==> config.mk <==
export PLATFORM = sky130hd
export DESIGN_NAME = spr_unit
export DESIGN_NICKNAME = d
export VERILOG_FILES = /design/src/pkg/spr_pkg.sv /design/src/rtl/spr_unit.sv
export VERILOG_INCLUDE_DIRS = /design/src /design/src/pkg
export SDC_FILE = /design/constraint.sdc
export NUM_CORES = 1
export LEC_CHECK = 0
export ABC_AREA = 0
export BUFFER_PORTS_ARGS = -buffer_cell sky130_fd_sc_hd__buf_2
export CAP_MARGIN = 20
export CORE_UTILIZATION = 50
export CTS_BUF_LIST = sky130_fd_sc_hd__clkbuf_4
export DETAILED_ROUTE_END_ITERATION = 8
export GPL_TIMING_DRIVEN = 0
export PLACE_DENSITY = 0.8
export RECOVER_POWER = 100
export SLEW_MARGIN = 5
export SYNTH_ARGS = -nofsm -noshare
export SYNTH_HDL_FRONTEND = slang
export SYNTH_SLANG_ARGS = --single-unit
==> constraint.sdc <==
create_clock -name clk_sys -period 5.5 [get_ports clk_sys]
set_input_delay 0.55 -clock clk_sys [delete_from_list [all_inputs] [get_ports clk_sys]]
set_output_delay 0.55 -clock clk_sys [all_outputs]
set_load 0.02 [all_outputs]
==> src/pkg/spr_regs.svh <==
// Constants of the secure page removal unit: offsets, fields, codes and timing.
//
// Contract
// - Leaf code 03H starts page removal.
// - Page removal only at privilege zero.
// - Linear address from data segment only.
// - Unaligned operand gives protection fault zero.
// - Non-cache page gives page fault with address.
// - Conflict exits to hypervisor or protection faults.
// - Invalid or clean trimmed page: success, unchanged.
// - Version array page: clear valid, success.
// - Control page with children: child-present error.
// - Guest virtual child count counts as child.
// - Child page, active enclave: enclave-active error.
// - Child page types: clear valid, success.
// - Success zeroes result; clear arithmetic flags always (the unit clears them only on completion; a fault leaves them unchanged).
// - Protected mode limit breach: protection fault.
// - Noncanonical address in long mode: protection fault.
// - Operand access page fault is reported.
// - Leaf code 0CH starts tracking.
// - Tracking only at privilege zero.
`ifndef SPR_REGS_SVH
`define SPR_REGS_SVH

// ----------------------------------------------------------------
// Register offsets
// ----------------------------------------------------------------
`define SPR_OFF_CTRL     8'h00
`define SPR_OFF_OPERAND  8'h04
`define SPR_OFF_STATUS   8'h08
`define SPR_OFF_RESULT   8'h0c
`define SPR_OFF_FLAGS    8'h10
`define SPR_OFF_IRQ_STAT 8'h14
`define SPR_OFF_IRQ_MASK 8'h18
`define SPR_OFF_EXIT_GPA 8'h1c
`define SPR_OFF_EXIT_GLA 8'h20
`define SPR_OFF_EXIT_INFO 8'h24
`define SPR_OFF_OPERAND_HI 8'h28

// ----------------------------------------------------------------
// Field positions and codes
// ----------------------------------------------------------------
`define SPR_CTRL_GO_BIT  0
`define SPR_LEAF_REMOVE  8'h03
`define SPR_LEAF_TRACK   8'h0c
`define SPR_PAGE_MASK    12'hfff
`define SPR_RES_OK       8'h00
`define SPR_RES_CHILD    8'h0d
`define SPR_RES_ACTIVE   8'h0e
`define SPR_EXIT_REASON  8'h3c
`define SPR_QUAL_CONFLICT 8'h00
`define SPR_LOOKUP_NS    100
`define SPR_LOOKUP_CYC   ((`SPR_LOOKUP_NS + 99) / 100)

`endif

==> src/pkg/spr_pkg.sv <==
// Types of the secure page removal unit.
package spr_pkg;

  typedef enum logic [2:0] {
    SPR_CONTROL_STRUCTURE_TYPE,
    SPR_THREAD_CONTROL_TYPE,
    SPR_REGULAR_PAGE_TYPE,
    SPR_VERSION_ARRAY_TYPE,
    SPR_TRIMMED_PAGE_TYPE,
    SPR_SHADOW_STACK_FIRST_TYPE,
    SPR_SHADOW_STACK_REST_TYPE
  } spr_page_type_t;

  // Page-map entry as read from the map.
  typedef struct packed {
    logic           valid;
    logic           modified;
    spr_page_type_t ptype;
  } spr_map_entry_t;

  // Lookup answer: entry plus the facts the checks need.
  typedef struct packed {
    logic           in_cache;
    logic           conflict;
    logic           child_present;
    logic           virt_child_nz;
    logic           enclave_active;
    logic           access_pf;
    logic [15:0]    pf_code;
    logic [63:0]    phys_addr;
    spr_map_entry_t entry;
  } spr_lookup_t;

  typedef enum logic [1:0] {
    SPR_FLT_NONE,
    SPR_FLT_GP,
    SPR_FLT_PF,
    SPR_FLT_VMEXIT
  } spr_fault_t;

  // Arithmetic flag set produced by a leaf.
  typedef struct packed {
    logic zf;
    logic cf;
    logic pf;
    logic af;
    logic of;
    logic sf;
  } spr_flags_t;

  // Core mode as seen while the leaf runs.
  typedef struct packed {
    logic [1:0]  cpl;
    logic        long_mode;
    logic        vm_guest;
    logic        virt_ext;
    logic [31:0] ds_base;
    logic [31:0] ds_limit;
  } spr_mode_t;

endpackage

==> src/rtl/spr_unit.sv <==
// Secure page removal unit: leaf decode, page checks, map update and result.
`timescale 1ns/1ps
`include "spr_regs.svh"

module spr_unit (
  input  wire logic                   clk_sys,
  input  wire logic                   rst_n,
  input  wire logic [7:0]             reg_addr,
  input  wire logic [31:0]            reg_wdata,
  input  wire logic                   reg_wr,
  input  wire logic                   reg_rd,
  output logic      [31:0]            reg_rdata,
  input  wire logic [7:0]             leaf_sel,
  input  wire spr_pkg::spr_mode_t     core_mode,
  output logic                        lookup_req,
  output logic      [63:0]            lookup_addr,
  input  wire spr_pkg::spr_lookup_t   lookup_rsp,
  output logic                        map_clear,
  output logic      [63:0]            map_addr,
  output logic                        track_start,
  output logic                        irq
);

  typedef enum logic [1:0] {
    SPR_ST_IDLE,
    SPR_ST_LOOK,
    SPR_ST_DONE
  } spr_state_t;

  spr_state_t           state;
  logic [63:0]          operand;
  logic [63:0]          linear;
  logic [7:0]           result;
  spr_pkg::spr_flags_t  flags;
  spr_pkg::spr_fault_t  fault;
  logic [15:0]          fault_code;
  logic [63:0]          exit_gpa;
  logic [63:0]          exit_gla;
  logic [31:0]          exit_info;
  logic [3:0]           irq_stat;
  logic [3:0]           irq_mask;
  logic [3:0]           wait_cnt;
  logic                 go;
  logic                 busy;
  logic [3:0]           ev;
  spr_pkg::spr_fault_t  next_fault;
  logic [15:0]          next_code;
  logic                 next_clear;
  logic                 next_ok;
  logic                 next_err;
  logic [7:0]           next_result;

  assign go   = reg_wr && reg_addr == `SPR_OFF_CTRL && reg_wdata[`SPR_CTRL_GO_BIT] && !busy;
  assign busy = state != SPR_ST_IDLE;

  // Data segment base is always used; overrides are not modelled at all.
  assign linear = operand + {32'h0, core_mode.ds_base};

  // ----------------------------------------------------------------
  // Operand register
  // ----------------------------------------------------------------
  always_ff @(posedge clk_sys or negedge rst_n) begin
    if (!rst_n) begin
      operand <= 64'h0;
    end else if (reg_wr && reg_addr == `SPR_OFF_OPERAND && !busy) begin
      operand[31:0] <= reg_wdata;
    end else if (reg_wr && reg_addr == `SPR_OFF_OPERAND_HI && !busy) begin
      // The high word survives low-word writes, so a 64-bit operand takes two writes.
      operand[63:32] <= reg_wdata;
    end
  end

  // ----------------------------------------------------------------
  // Check sequence
  // ----------------------------------------------------------------
  // Decision of the whole check chain; order of the if-chain is the check order.
  always_comb begin
    next_fault  = spr_pkg::SPR_FLT_NONE;
    next_code   = 16'h0;
    next_clear  = 1'b0;
    next_ok     = 1'b0;
    next_err    = 1'b0;
    next_result = `SPR_RES_OK;
    if (core_mode.cpl != 2'h0) begin
      next_fault = spr_pkg::SPR_FLT_GP;
    end else if (leaf_sel == `SPR_LEAF_TRACK) begin
      next_ok = 1'b1;
    end else if (core_mode.long_mode && linear[63:47] != {17{linear[47]}}) begin
      next_fault = spr_pkg::SPR_FLT_GP;
    end else if (!core_mode.long_mode && operand[31:0] > core_mode.ds_limit) begin
      next_fault = spr_pkg::SPR_FLT_GP;
    end else if ((linear[11:0] & `SPR_PAGE_MASK) != 12'h0) begin
      next_fault = spr_pkg::SPR_FLT_GP;
    end else if (lookup_rsp.access_pf) begin
      next_fault = spr_pkg::SPR_FLT_PF;
      next_code  = lookup_rsp.pf_code;
    end else if (!lookup_rsp.in_cache) begin
      next_fault = spr_pkg::SPR_FLT_PF;
    end else if (lookup_rsp.conflict) begin
      next_fault = (core_mode.vm_guest && core_mode.virt_ext) ?
                   spr_pkg::SPR_FLT_VMEXIT : spr_pkg::SPR_FLT_GP;
    end else if (!lookup_rsp.entry.valid ||
                 (lookup_rsp.entry.ptype == spr_pkg::SPR_TRIMMED_PAGE_TYPE &&
                  !lookup_rsp.entry.modified)) begin
      next_ok = 1'b1;
    end else if (lookup_rsp.entry.ptype == spr_pkg::SPR_VERSION_ARRAY_TYPE) begin
      next_ok    = 1'b1;
      next_clear = 1'b1;
    end else if (lookup_rsp.entry.ptype == spr_pkg::SPR_CONTROL_STRUCTURE_TYPE) begin
      if (lookup_rsp.child_present ||
          (core_mode.vm_guest && core_mode.virt_ext && lookup_rsp.virt_child_nz)) begin
        next_err    = 1'b1;
        next_result = `SPR_RES_CHILD;
      end else begin
        next_ok    = 1'b1;
        next_clear = 1'b1;
      end
    end else if (lookup_rsp.enclave_active) begin
      next_err    = 1'b1;
      next_result = `SPR_RES_ACTIVE;
    end else begin
      next_ok    = 1'b1;
      next_clear = 1'b1;
    end
  end

  // ----------------------------------------------------------------
  // Sequencer
  // ----------------------------------------------------------------
  // An unknown leaf code is ignored: the go write leaves the unit idle.
  always_ff @(posedge clk_sys or negedge rst_n) begin
    if (!rst_n) begin
      state    <= SPR_ST_IDLE;
      wait_cnt <= 4'h0;
    end else begin
      unique case (state)
        SPR_ST_IDLE: begin
          if (go && (leaf_sel == `SPR_LEAF_REMOVE || leaf_sel == `SPR_LEAF_TRACK)) begin
            state    <= SPR_ST_LOOK;
            wait_cnt <= 4'(`SPR_LOOKUP_CYC);
          end
        end
        SPR_ST_LOOK: begin
          if (wait_cnt == 4'h1) begin
            state <= SPR_ST_DONE;
          end
          wait_cnt <= wait_cnt - 4'h1;
        end
        SPR_ST_DONE: begin
          state <= SPR_ST_IDLE;
        end
      endcase
    end
  end

  // A leaf refused for privilege must not reach the page map, and tracking needs no page here.
  assign lookup_req  = state == SPR_ST_LOOK && core_mode.cpl == 2'h0 &&
                       leaf_sel == `SPR_LEAF_REMOVE;
  assign lookup_addr = linear;

  // ----------------------------------------------------------------
  // Outcome registers
  // ----------------------------------------------------------------
  // A fault leaves result and flags unchanged, as an exception would.
  always_ff @(posedge clk_sys or negedge rst_n) begin
    if (!rst_n) begin
      result      <= `SPR_RES_OK;
      flags       <= '0;
      fault       <= spr_pkg::SPR_FLT_NONE;
      fault_code  <= 16'h0;
      map_clear   <= 1'b0;
      map_addr    <= 64'h0;
      track_start <= 1'b0;
    end else begin
      map_clear   <= 1'b0;
      track_start <= 1'b0;
      if (state == SPR_ST_DONE) begin
        fault      <= next_fault;
        fault_code <= next_code;
        if (next_fault == spr_pkg::SPR_FLT_NONE) begin
          flags <= '{zf: next_err, default: 1'b0};
          if (next_ok) begin
            result <= `SPR_RES_OK;
          end else begin
            result <= next_result;
          end
          track_start <= leaf_sel == `SPR_LEAF_TRACK;
          map_clear   <= next_clear && leaf_sel == `SPR_LEAF_REMOVE;
          map_addr    <= linear;
        end
      end
    end
  end

  // ----------------------------------------------------------------
  // Hypervisor exit and page fault report
  // ----------------------------------------------------------------
  // The report stays until the next exit or code-zero page fault, so software may read it late.
  // The error field of the exit qualification is always zero.
  always_ff @(posedge clk_sys or negedge rst_n) begin
    if (!rst_n) begin
      exit_gpa  <= 64'h0;
      exit_gla  <= 64'h0;
      exit_info <= 32'h0;
    end else if (state == SPR_ST_DONE) begin
      if (next_fault == spr_pkg::SPR_FLT_VMEXIT) begin
        exit_gpa  <= lookup_rsp.phys_addr;
        exit_gla  <= linear;
        exit_info <= {16'h0, `SPR_QUAL_CONFLICT, `SPR_EXIT_REASON};
      end
      if (next_fault == spr_pkg::SPR_FLT_PF && next_code == 16'h0) begin
        exit_gla <= linear;
      end
    end
  end

  // ----------------------------------------------------------------
  // Interrupts
  // ----------------------------------------------------------------
  // Events: 0 success, 1 error exit, 2 fault, 3 hypervisor exit.
  assign ev[0] = state == SPR_ST_DONE && next_fault == spr_pkg::SPR_FLT_NONE && !next_err;
  assign ev[1] = state == SPR_ST_DONE && next_fault == spr_pkg::SPR_FLT_NONE && next_err;
  assign ev[2] = state == SPR_ST_DONE && (next_fault == spr_pkg::SPR_FLT_GP ||
                                          next_fault == spr_pkg::SPR_FLT_PF);
  assign ev[3] = state == SPR_ST_DONE && next_fault == spr_pkg::SPR_FLT_VMEXIT;

  // Set wins over a write-one clear in the same cycle.
  always_ff @(posedge clk_sys or negedge rst_n) begin
    if (!rst_n) begin
      irq_stat <= 4'h0;
    end else if (reg_wr && reg_addr == `SPR_OFF_IRQ_STAT) begin
      irq_stat <= (irq_stat & ~reg_wdata[3:0]) | ev;
    end else begin
      irq_stat <= irq_stat | ev;
    end
  end

  always_ff @(posedge clk_sys or negedge rst_n) begin
    if (!rst_n) begin
      irq_mask <= 4'h0;
    end else if (reg_wr && reg_addr == `SPR_OFF_IRQ_MASK) begin
      irq_mask <= reg_wdata[3:0];
    end
  end

  assign irq = |(irq_stat & irq_mask);

  // ----------------------------------------------------------------
  // Read port
  // ----------------------------------------------------------------
  always_ff @(posedge clk_sys or negedge rst_n) begin
    if (!rst_n) begin
      reg_rdata <= 32'h0;
    end else if (reg_rd) begin
      unique case (reg_addr)
        `SPR_OFF_CTRL:     reg_rdata <= {31'h0, busy};
        `SPR_OFF_OPERAND:  reg_rdata <= operand[31:0];
        `SPR_OFF_STATUS:   reg_rdata <= {fault_code, 14'h0, fault};
        `SPR_OFF_RESULT:   reg_rdata <= {24'h0, result};
        `SPR_OFF_FLAGS:    reg_rdata <= {26'h0, flags};
        `SPR_OFF_IRQ_STAT: reg_rdata <= {28'h0, irq_stat};
        `SPR_OFF_IRQ_MASK: reg_rdata <= {28'h0, irq_mask};
        `SPR_OFF_EXIT_GPA: reg_rdata <= exit_gpa[31:0];
        `SPR_OFF_EXIT_GLA: reg_rdata <= exit_gla[31:0];
        `SPR_OFF_EXIT_INFO:  reg_rdata <= exit_info;
        `SPR_OFF_OPERAND_HI: reg_rdata <= operand[63:32];
        default:           reg_rdata <= 32'h0;
      endcase
    end else begin
      reg_rdata <= 32'h0;
    end
  end

  // ----------------------------------------------------------------
  // Assertions
  // ----------------------------------------------------------------
  a_clear_needs_ok: assert property (@(posedge clk_sys) disable iff (!rst_n)
    map_clear |-> $past(next_ok) && $past(state) == SPR_ST_DONE)
    else $error("map clear without success");
  a_ok_result_zero: assert property (@(posedge clk_sys) disable iff (!rst_n)
    $past(ev[0]) |-> result == `SPR_RES_OK && !flags.zf && !flags.cf)
    else $error("success not reported");
  a_cpl_refused: assert property (@(posedge clk_sys) disable iff (!rst_n)
    state == SPR_ST_DONE && core_mode.cpl != 2'h0 |=> fault == spr_pkg::SPR_FLT_GP && !map_clear)
    else $error("nonzero privilege not refused");
  a_align_gp: assert property (@(posedge clk_sys) disable iff (!rst_n)
    state == SPR_ST_DONE && core_mode.cpl == 2'h0 && leaf_sel == `SPR_LEAF_REMOVE &&
    linear[11:0] != 12'h0 |=> fault != spr_pkg::SPR_FLT_NONE)
    else $error("unaligned operand accepted");
  a_child_error: assert property (@(posedge clk_sys) disable iff (!rst_n)
    $past(ev[1]) |-> flags.zf && result != `SPR_RES_OK && !map_clear)
    else $error("error exit wrong");
  a_conflict_exit: assert property (@(posedge clk_sys) disable iff (!rst_n)
    $past(ev[3]) |-> fault == spr_pkg::SPR_FLT_VMEXIT &&
    $past(core_mode.vm_guest && core_mode.virt_ext) && exit_gpa == $past(lookup_rsp.phys_addr))
    else $error("exit outside guest");
  a_start_done: assert property (@(posedge clk_sys) disable iff (!rst_n)
    go && leaf_sel == `SPR_LEAF_REMOVE |=> state == SPR_ST_LOOK ##1 state == SPR_ST_DONE)
    else $error("removal did not run");
  a_track_pulse: assert property (@(posedge clk_sys) disable iff (!rst_n)
    track_start |=> !track_start)
    else $error("track start not a pulse");

  // ----------------------------------------------------------------
  // Assertions on faults and page decisions
  // ----------------------------------------------------------------
  a_canon_gp: assert property (@(posedge clk_sys) disable iff (!rst_n)
    state == SPR_ST_DONE && core_mode.cpl == 2'h0 && core_mode.long_mode &&
    leaf_sel == `SPR_LEAF_REMOVE && linear[63:47] != {17{linear[47]}} |=>
    fault == spr_pkg::SPR_FLT_GP && fault_code == 16'h0)
    else $error("noncanonical operand accepted");
  a_limit_gp: assert property (@(posedge clk_sys) disable iff (!rst_n)
    state == SPR_ST_DONE && core_mode.cpl == 2'h0 && !core_mode.long_mode &&
    leaf_sel == `SPR_LEAF_REMOVE && operand[31:0] > core_mode.ds_limit |=>
    fault == spr_pkg::SPR_FLT_GP)
    else $error("limit breach accepted");
  a_invalid_keep: assert property (@(posedge clk_sys) disable iff (!rst_n)
    state == SPR_ST_DONE && !lookup_rsp.entry.valid |=> !map_clear)
    else $error("invalid entry cleared");
  a_active_error: assert property (@(posedge clk_sys) disable iff (!rst_n)
    state == SPR_ST_DONE && next_fault == spr_pkg::SPR_FLT_NONE &&
    leaf_sel == `SPR_LEAF_REMOVE && lookup_rsp.entry.valid && lookup_rsp.enclave_active &&
    (lookup_rsp.entry.ptype == spr_pkg::SPR_REGULAR_PAGE_TYPE ||
     lookup_rsp.entry.ptype == spr_pkg::SPR_THREAD_CONTROL_TYPE) |=>
    flags.zf && result == `SPR_RES_ACTIVE && !map_clear)
    else $error("active enclave not refused");
  a_pf_address: assert property (@(posedge clk_sys) disable iff (!rst_n)
    state == SPR_ST_DONE && next_fault == spr_pkg::SPR_FLT_PF && !lookup_rsp.access_pf |=>
    fault == spr_pkg::SPR_FLT_PF && exit_gla == $past(linear))
    else $error("page fault address not reported");
  a_va_clear: assert property (@(posedge clk_sys) disable iff (!rst_n)
    state == SPR_ST_DONE && next_fault == spr_pkg::SPR_FLT_NONE &&
    leaf_sel == `SPR_LEAF_REMOVE && lookup_rsp.entry.valid &&
    lookup_rsp.entry.ptype == spr_pkg::SPR_VERSION_ARRAY_TYPE |=> map_clear && map_addr == $past(linear))
    else $error("version array page not cleared");
  a_virt_child: assert property (@(posedge clk_sys) disable iff (!rst_n)
    state == SPR_ST_DONE && next_fault == spr_pkg::SPR_FLT_NONE &&
    leaf_sel == `SPR_LEAF_REMOVE && lookup_rsp.entry.valid &&
    lookup_rsp.entry.ptype == spr_pkg::SPR_CONTROL_STRUCTURE_TYPE && core_mode.vm_guest &&
    core_mode.virt_ext && lookup_rsp.virt_child_nz |=>
    flags.zf && result == `SPR_RES_CHILD && !map_clear)
    else $error("virtual child not counted");
  a_track_refused: assert property (@(posedge clk_sys) disable iff (!rst_n)
    state == SPR_ST_DONE && leaf_sel == `SPR_LEAF_TRACK && core_mode.cpl != 2'h0 |=>
    fault == spr_pkg::SPR_FLT_GP && !track_start)
    else $error("tracking at nonzero privilege");

  c_remove_ok: cover property (@(posedge clk_sys) map_clear);
  c_child: cover property (@(posedge clk_sys) ev[1]);
  c_vmexit: cover property (@(posedge clk_sys) ev[3]);
  c_track: cover property (@(posedge clk_sys) track_start);
  c_fault: cover property (@(posedge clk_sys) ev[2]);

endmodule

## Word level (Yosys, flattened, before mapping)

Cells that the tools add are included.

| word-level totals | value |
|---|---|
| bits in registers | 268 |
| bits in latches | 0 |
| memory bits (writable) | 0 |
| bits in read-only memories | 0 |
| input bits | 212 |
| output and inout port bits | 164 |
| word-level logic and storage cells | 178 |
| memories | 0 |

| cells by class | value |
|---|---|
| add/sub/neg operators | 2 |
| multipliers | 0 |
| divide/modulo/power cells | 0 |
| order comparisons | 1 |
| equal/unequal tests | 23 |
| shift operators | 0 |
| multiplexer cells | 78 |
| bitwise operators | 6 |
| reduce and logical (&&, ||, !) cells | 51 |

Operators with widths:

| kind | count |
|---|---|
| one-hot mux 32 bit (11 select lines) | 1 |
| two-way mux 16 bit | 6 |
| two-way mux 32 bit | 3 |
| two-way mux 8 bit | 12 |
| adder 64 x 32 -> 64 bit | 1 |
| two-way mux 1 bit | 39 |
| equality test 8 x 5 -> 1 bit (second input constant) | 4 |
| > comparator 32 bit | 1 |
| equality test 8 x 4 -> 1 bit (second input constant) | 3 |
| equality test 8 x 6 -> 1 bit (second input constant) | 3 |
| logical AND 1 bit | 24 |
| two-way mux 2 bit | 11 |
| logical NOT 16 bit | 1 |
| two-way mux 4 bit | 4 |
| inequality test 16 bit | 1 |
| AND reduction 2 bit | 6 |
| nonzero test 12 bit | 1 |
| bitwise AND 4 bit | 2 |
| equality test 8 x 2 -> 1 bit (second input constant) | 1 |
| equality test 8 x 3 -> 1 bit (second input constant) | 1 |
| logical NOT 8 bit | 1 |
| bitwise OR 4 bit | 2 |
| one-hot mux 4 bit (2 select lines) | 1 |
| nonzero test 2 bit | 4 |
| 15 further kinds | 28 |

## Depth between registers and ports, before layout

| logic depth | value |
|---|---|
| depth in word-level cells | 19 |
| gate-level depth with buffers | 22 |
| mapped depth without buffers | 20 |

## Worst setup path before layout

Ideal clock, no wire load.

| path | value |
|---|---|
| path type | in2reg |
| start | input core_mode[32] (netlist name) |
| end | register map_addr[23] |
| library setup time | 0.125 ns |
| arrival time | 5.291 ns |
| data required time | 5.375 ns |
| setup slack | 0.084 ns |
| stages on the path | 20 |
| path buffers | 3 |
| cell sequence | ha_1 fa_1 a21o_1 a221oi_4 nor4_1 or3_1 buf_4 a22oi_1 xnor2_1 nand2_1 or4_1 a22oi_2 o221a_4 and3_1 inv_1 ha_1 nand2_1 clkbuf_1 clkbuf_1 mux2_2 |

| between the ends | value |
|---|---|
| elaborated cells between the ends (all ways) | 11 |
| those cells by class | add/sub: 1; eq/ne: 1; mux: 5; reduce/logical: 4 |

RTL lines:

| item | line | source |
|---|---|---|
| start, declared | spr_unit.sv:14 | `input wire spr_pkg::spr_mode_t core_mode,` |
| adder 64 x 32 -> 64 bit | spr_unit.sv:57 | `assign linear = operand + {32'h0, core_mode.ds_base};` |
| net lookup_addr[50] | spr_unit.sv:16 | `output logic [63:0] lookup_addr,` |
| inequality test 16 bit | spr_unit.sv:88 | `end else if (core_mode.long_mode && linear[63:47] != {17{linear[47]}}) begin` |
| logical AND 1 bit | spr_unit.sv:88 |  |
| two-way mux 2 bit | spr_unit.sv:88 |  |
| two-way mux 2 bit | spr_unit.sv:86 | `` end else if (leaf_sel == `SPR_LEAF_TRACK) begin `` |
| two-way mux 2 bit | spr_unit.sv:84 | `if (core_mode.cpl != 2'h0) begin` |
| net next_fault[1] | spr_unit.sv:46 | `spr_pkg::spr_fault_t next_fault;` |
| logical NOT 2 bit | spr_unit.sv:180 | `if (next_fault == spr_pkg::SPR_FLT_NONE) begin` |
| AND reduction 2 bit (no source line) | - |  |
| end signal, assigned | spr_unit.sv:189 | `map_addr <= linear;` |
| end, declared | spr_unit.sv:19 | `output logic [63:0] map_addr,` |

The timed path passes the listed nets, and every way through them passes these cells.
A chain may end at the register's enable or synchronous reset.

## Worst setup path after layout

| path | value |
|---|---|
| start | register operand[31] |
| end | register exit_gla[13] |

| between the ends | value |
|---|---|
| word-level cells in the longest chain between the ends | 10 |
| elaborated cells between the ends (all ways) | 20 |
| those cells by class | add/sub: 1; order compare: 1; eq/ne: 3; mux: 9; reduce/logical: 6 |

RTL lines:

| item | line | source |
|---|---|---|
| start, declared | spr_unit.sv:31 | `logic [63:0] operand;` |
| start signal, assigned | spr_unit.sv:66 | `operand[31:0] <= reg_wdata;` |
| adder 64 x 32 -> 64 bit or > comparator 32 bit (tied branches) | spr_unit.sv:57, spr_unit.sv:90 |  |
| inequality test 16 bit or logical AND 1 bit (tied branches) | spr_unit.sv:88, spr_unit.sv:90 |  |
| logical AND 1 bit (tied with other cells) | spr_unit.sv:88 |  |
| two-way mux 16 bit or two-way mux 2 bit (tied branches) | spr_unit.sv:88 |  |
| two-way mux 16 bit or two-way mux 2 bit (tied branches) | spr_unit.sv:86 |  |
| two-way mux 16 bit or two-way mux 2 bit (tied branches) | spr_unit.sv:84 |  |
| logical NOT 16 bit or equality test 2 bit (tied branches) | spr_unit.sv:211 | `if (next_fault == spr_pkg::SPR_FLT_PF && next_code == 16'h0) begin` |
| logical AND 1 bit | spr_unit.sv:211 |  |
| nonzero test 2 bit (no source line) | - |  |
| AND reduction 2 bit (no source line) | - |  |
| end signal, assigned | spr_unit.sv:208 | `exit_gla <= linear;` |
| end signal, assigned | spr_unit.sv:212 | `exit_gla <= linear;` |
| end, declared | spr_unit.sv:38 | `logic [63:0] exit_gla;` |

Several ways; a longest one is shown, not always the timed one.

==> run_results.csv <==
group,metric,value,unit
cts,cts_buffer_depth,3,
cts,htreeDepth,3,
cts,cts_root_buffer,"clkbuf_4",
floorplan,ioPinCount,376,
sta,fin_crit,5.465,ns
global_routing,grtUsageTotal,35.30,%
global_routing,use_met2,57.37,%
detailed_routing,drt-initial-drc-count,1292,
worst_setup_path,crit_end,"exit_gla[13]",
worst_setup_path,worstReg2RegStart,"operand[31]",
sta,rsz0062_at_grt,"true",
global_routing,grt_max_degree,113,
floorplan,placementRows,62,
detailed_routing,wire_per_inst,23.45,microns
yosys,postSynthAreaPerCell,10.36,sq um
flow_run,drv_cap,2,
floorplan,dieArea,30350,sq um
worst_setup_path,path_cells,"ha_4 -> buf_4 -> nand4_1 -> nor4_4 -> nand2_1 -> o2111a_2 -> a21oi_2 -> xor2_2 -> nand4_1 -> or4_1 -> a22oi_2 -> o221a_4 -> a21oi_4 -> nor3_2 -> ha_2 -> nand2_2 -> nor3_4 -> nor3_4 -> a21boi_4 -> buf_12 -> clkbuf_16 -> mux2_4",
layout,final_nets,2160,
yosys,synth_cells,1432,
sta,slew_headroom,-94.13,%
layout,post-route-util,64.44,%
placed_design,pre_cts_slack,-1.677,ns
sta,max_freq,183.0,MHz
floorplan,core_area,28940,sq um
detailed_routing,drc,3,
floorplan,die_h,174.2,microns
cts,cts.sinks,263,
layout,final_common_cell,"dfrtp_1",
global_routing,grt-busiest-layer,"met2",
worst_setup_path,crit_type,"register to register",
layout,fillCellCount,2377,
global_routing,grt_pass1_wl,80680,microns
yosys,ys_types,70,
placed_design,place.detailed.hpwl,40810,microns
yosys,yosys_register_bits,263,
outcome,violations,"DRC, capacitance limit, slew limit",
worst_setup_path,cp-end-kind,"register",
yosys,synth_ff_type,"dfrtp_1",
min_path,worstHoldPathType,"primary input to register",
yosys,syn_nets,1717,
worst_setup_path,cp.arrival,6.03,ns
layout,syn2layout_area_growth,25.73,%
cts,clkTransAtPathRegs,0.07,ns
worst_setup_path,slowest_stage,"or4_1",
floorplan,dieWidth,174.2,microns
global_routing,grtUsageMet1,46.13,%
sta,fin_ws,0.03459,ns
power,peakVddDrop,0.1583,mV
sta,hold_viol,0,
worst_setup_path,start_kind,"register",
global_routing,grt_pass1_vias,13830,
worst_setup_path,reg2reg_depth,22,
worst_setup_path,crit_start,"operand[31]",
cts,cts_tree,"yes",
yosys,netlist_area,14830,sq um
global_routing,gr-usage-met3,7.218,%
worst_setup_path,r2r-end,"exit_gla[13]",
yosys,ys.warnings.count,0,
global_routing,grt-ovfl-total,0,
detailed_routing,wirelength,54260,microns
cts,numCtsBuffers,72,
sta,finalHoldWorstSlack,0.07872,ns
detailed_routing,first_pass_iters,9,
placed_design,gp_congestion,0.9371,
cts,clk_latency,0.70,ns
sta,setup_viol,0,
detailed_routing,ant_nets,0,
worst_setup_path,critPathRequiredTime,6.06,ns
worst_setup_path,crit_path_max_fanout,10,
detailed_routing,viasPerCell,6.074,
yosys,ys_seq_area_share,44.38,%
sta,skew,0.03567,ns
layout,final_cell_mix,"260 x dfrtp_1, 253 x buf_2, 160 x mux2_2, 130 x clkbuf_1, 107 x clkbuf_4",
placed_design,io_buffer_count,343,
yosys,synth-edff-count,0,
worst_setup_path,max_stage_delay,0.50,ns
power,power.density,247.2,nW/um^2
sta,min_period_over_period,99.37,%
power,p_leak,0.009254,uW
outcome,status,"finished, violations left",
detailed_routing,num_vias,14060,
global_routing,antenna_found_initial,8,
sta,slew_violations,164,
layout,final_layout_size_suffix_gt1_share,35.40,%
worst_setup_path,rrSetupSlack,0.03,ns
floorplan,start_util,51.25,%
yosys,async_reset_ff_share,100.0,%
sta,tightest_slew,2.912,ns
==> cell usage after synthesis (all sizes together), types with 3 or more instances <==
master  count  area share [%]
a32oi       5            0.30
o31ai       7            0.35
inv        99             2.5
nand3      30             1.0
o211ai     11            0.59
nor3       23            0.78
o21ai      60             2.0
buf        17            0.66
or2         8            0.34
xor2       22             1.3
xnor2      34             2.0
a211oi      4            0.20
clkbuf     50             1.3
nand4      38             1.7
nand2b      8            0.34
a21oi      93             3.1
a21boi      3            0.18
o31a        3            0.18
nand4b      3            0.18
o211a       3            0.20
mux2i       3            0.20
and2        7            0.30
or4         9            0.46
o21a        6            0.30
a31oi      12            0.51
nor4       12            0.51
nand2     112             2.8
dfrtp     263              44
o22ai      19            0.80
nor2       63             1.6
nor2b       8            0.34
ha         72             6.1
a222oi     24             1.6
mux2      179              14
a22oi      41             2.1
and4        8            0.47
and3       17            0.72
a311oi      3            0.18
a221oi      6            0.51
a21o       11            0.56
or3        13            0.55
==> power breakdown <==
group	internal [uW]	switching, uW
Combinational	270	487
Clock	955	853
Sequential	1980	60.0
Total	3210	1400
==> final cells by class <==
cell class | instances | area, sq um | share of cell area, %
repair buffers | 375 | 1913 | 10.26
clock buffers | 103 | 773.2 | 4.147
well taps | 384 | 480.5 | 2.577
multi-input cells | 1003 | 8029 | 43.06
plain buffers | 61 | 339.1 | 1.818
diodes | 9 | 22.52 | 0.1208
clock inverters | 17 | 132.6 | 0.7113
inverters | 99 | 371.6 | 1.993
flip-flops and latches | 263 | 6585 | 35.32
==> worst min path at each step <==
stage                         startpoint     endpoint  slack [ns]  cells after the start
after detailed placement       result[2]    result[2]        0.46                      2
after global placement         result[2]    result[2]        0.46                      2
after global routing      lookup_rsp[13]  exit_gpa[8]        0.05                      2
final                      lookup_rsp[5]  exit_gpa[0]        0.08                      2
after floorplan                    rst_n  exit_gla[0]        0.25                      0
after CTS                  lookup_rsp[9]  exit_gpa[4]        0.04                      2
==> kinds of logic after synthesis <==
kind of cell / count (synthesis) / share of synthesized area (%)
flip-flops: 263 / 44.38
XOR/XNOR: 56 / 3.307
multiplexers: 182 / 14.27
buffers and inverters: 166 / 4.446
AO/OA/AOI/OAI: 331 / 15.14
adder cells (fa/ha/maj): 73 / 6.209
AND/OR/NAND/NOR: 361 / 12.25
==> per-stage QoR <==
stage / total power, uW / setup TNS (ns) / instance area, sq um / cells
after floorplan: 2477 / 0 / 14830 / 1432
after global placement: 2761 / -355.83 / 17030 / 2159
after detailed placement: 2790 / -183.79 / 17090 / 2161
after CTS: 4606 / 0 / 18410 / 2299
after global routing: 4823 / -1.815 / 18640 / 2313
final: 4609 / 0 / 18650 / 2314
==> repair_timing <==
action,CTS,global route
resized for setup,58,69
pin swaps,16,17
endpoints found under the hold margin,49,0
gates cloned,0,2
setup endpoints to repair,139,132
hold buffers,1,0
buffers inserted,18,9
==> state kept, by name, summed over array words and instances, names as in the netlist, 3 cells and up <==
name	count
map_addr	64
operand	64
exit_gla	32
exit_gpa	32
reg_rdata	32
fault_code	16
irq_mask	4
irq_stat	4
wait_cnt	4
result	3
==> per-layer routing <==
layer | up-vias | wire, microns
met5 | - | 45
met3 | 126 | 4773
met4 | 2 | 2094
li1 | 6198 | -
met2 | 783 | 25590
met1 | 6946 | 21760
==> critical path: cells and delay by family (launching register included) <==
| family | cells | cell delay (ns) |
|---|---|---|
| AOI/OAI and AO/OA | 6 | 1.28 |
| xor gates and xnor gates | 1 | 0.22 |
| adders and majority gates | 2 | 0.53 |
| buffers and inverters | 3 | 0.54 |
| DFF | 1 | 0.47 |
| muxes | 1 | 0.30 |
| and+or+nand+nor | 9 | 1.98 |
No activity file was read; power rests on OpenSTA's default activity.
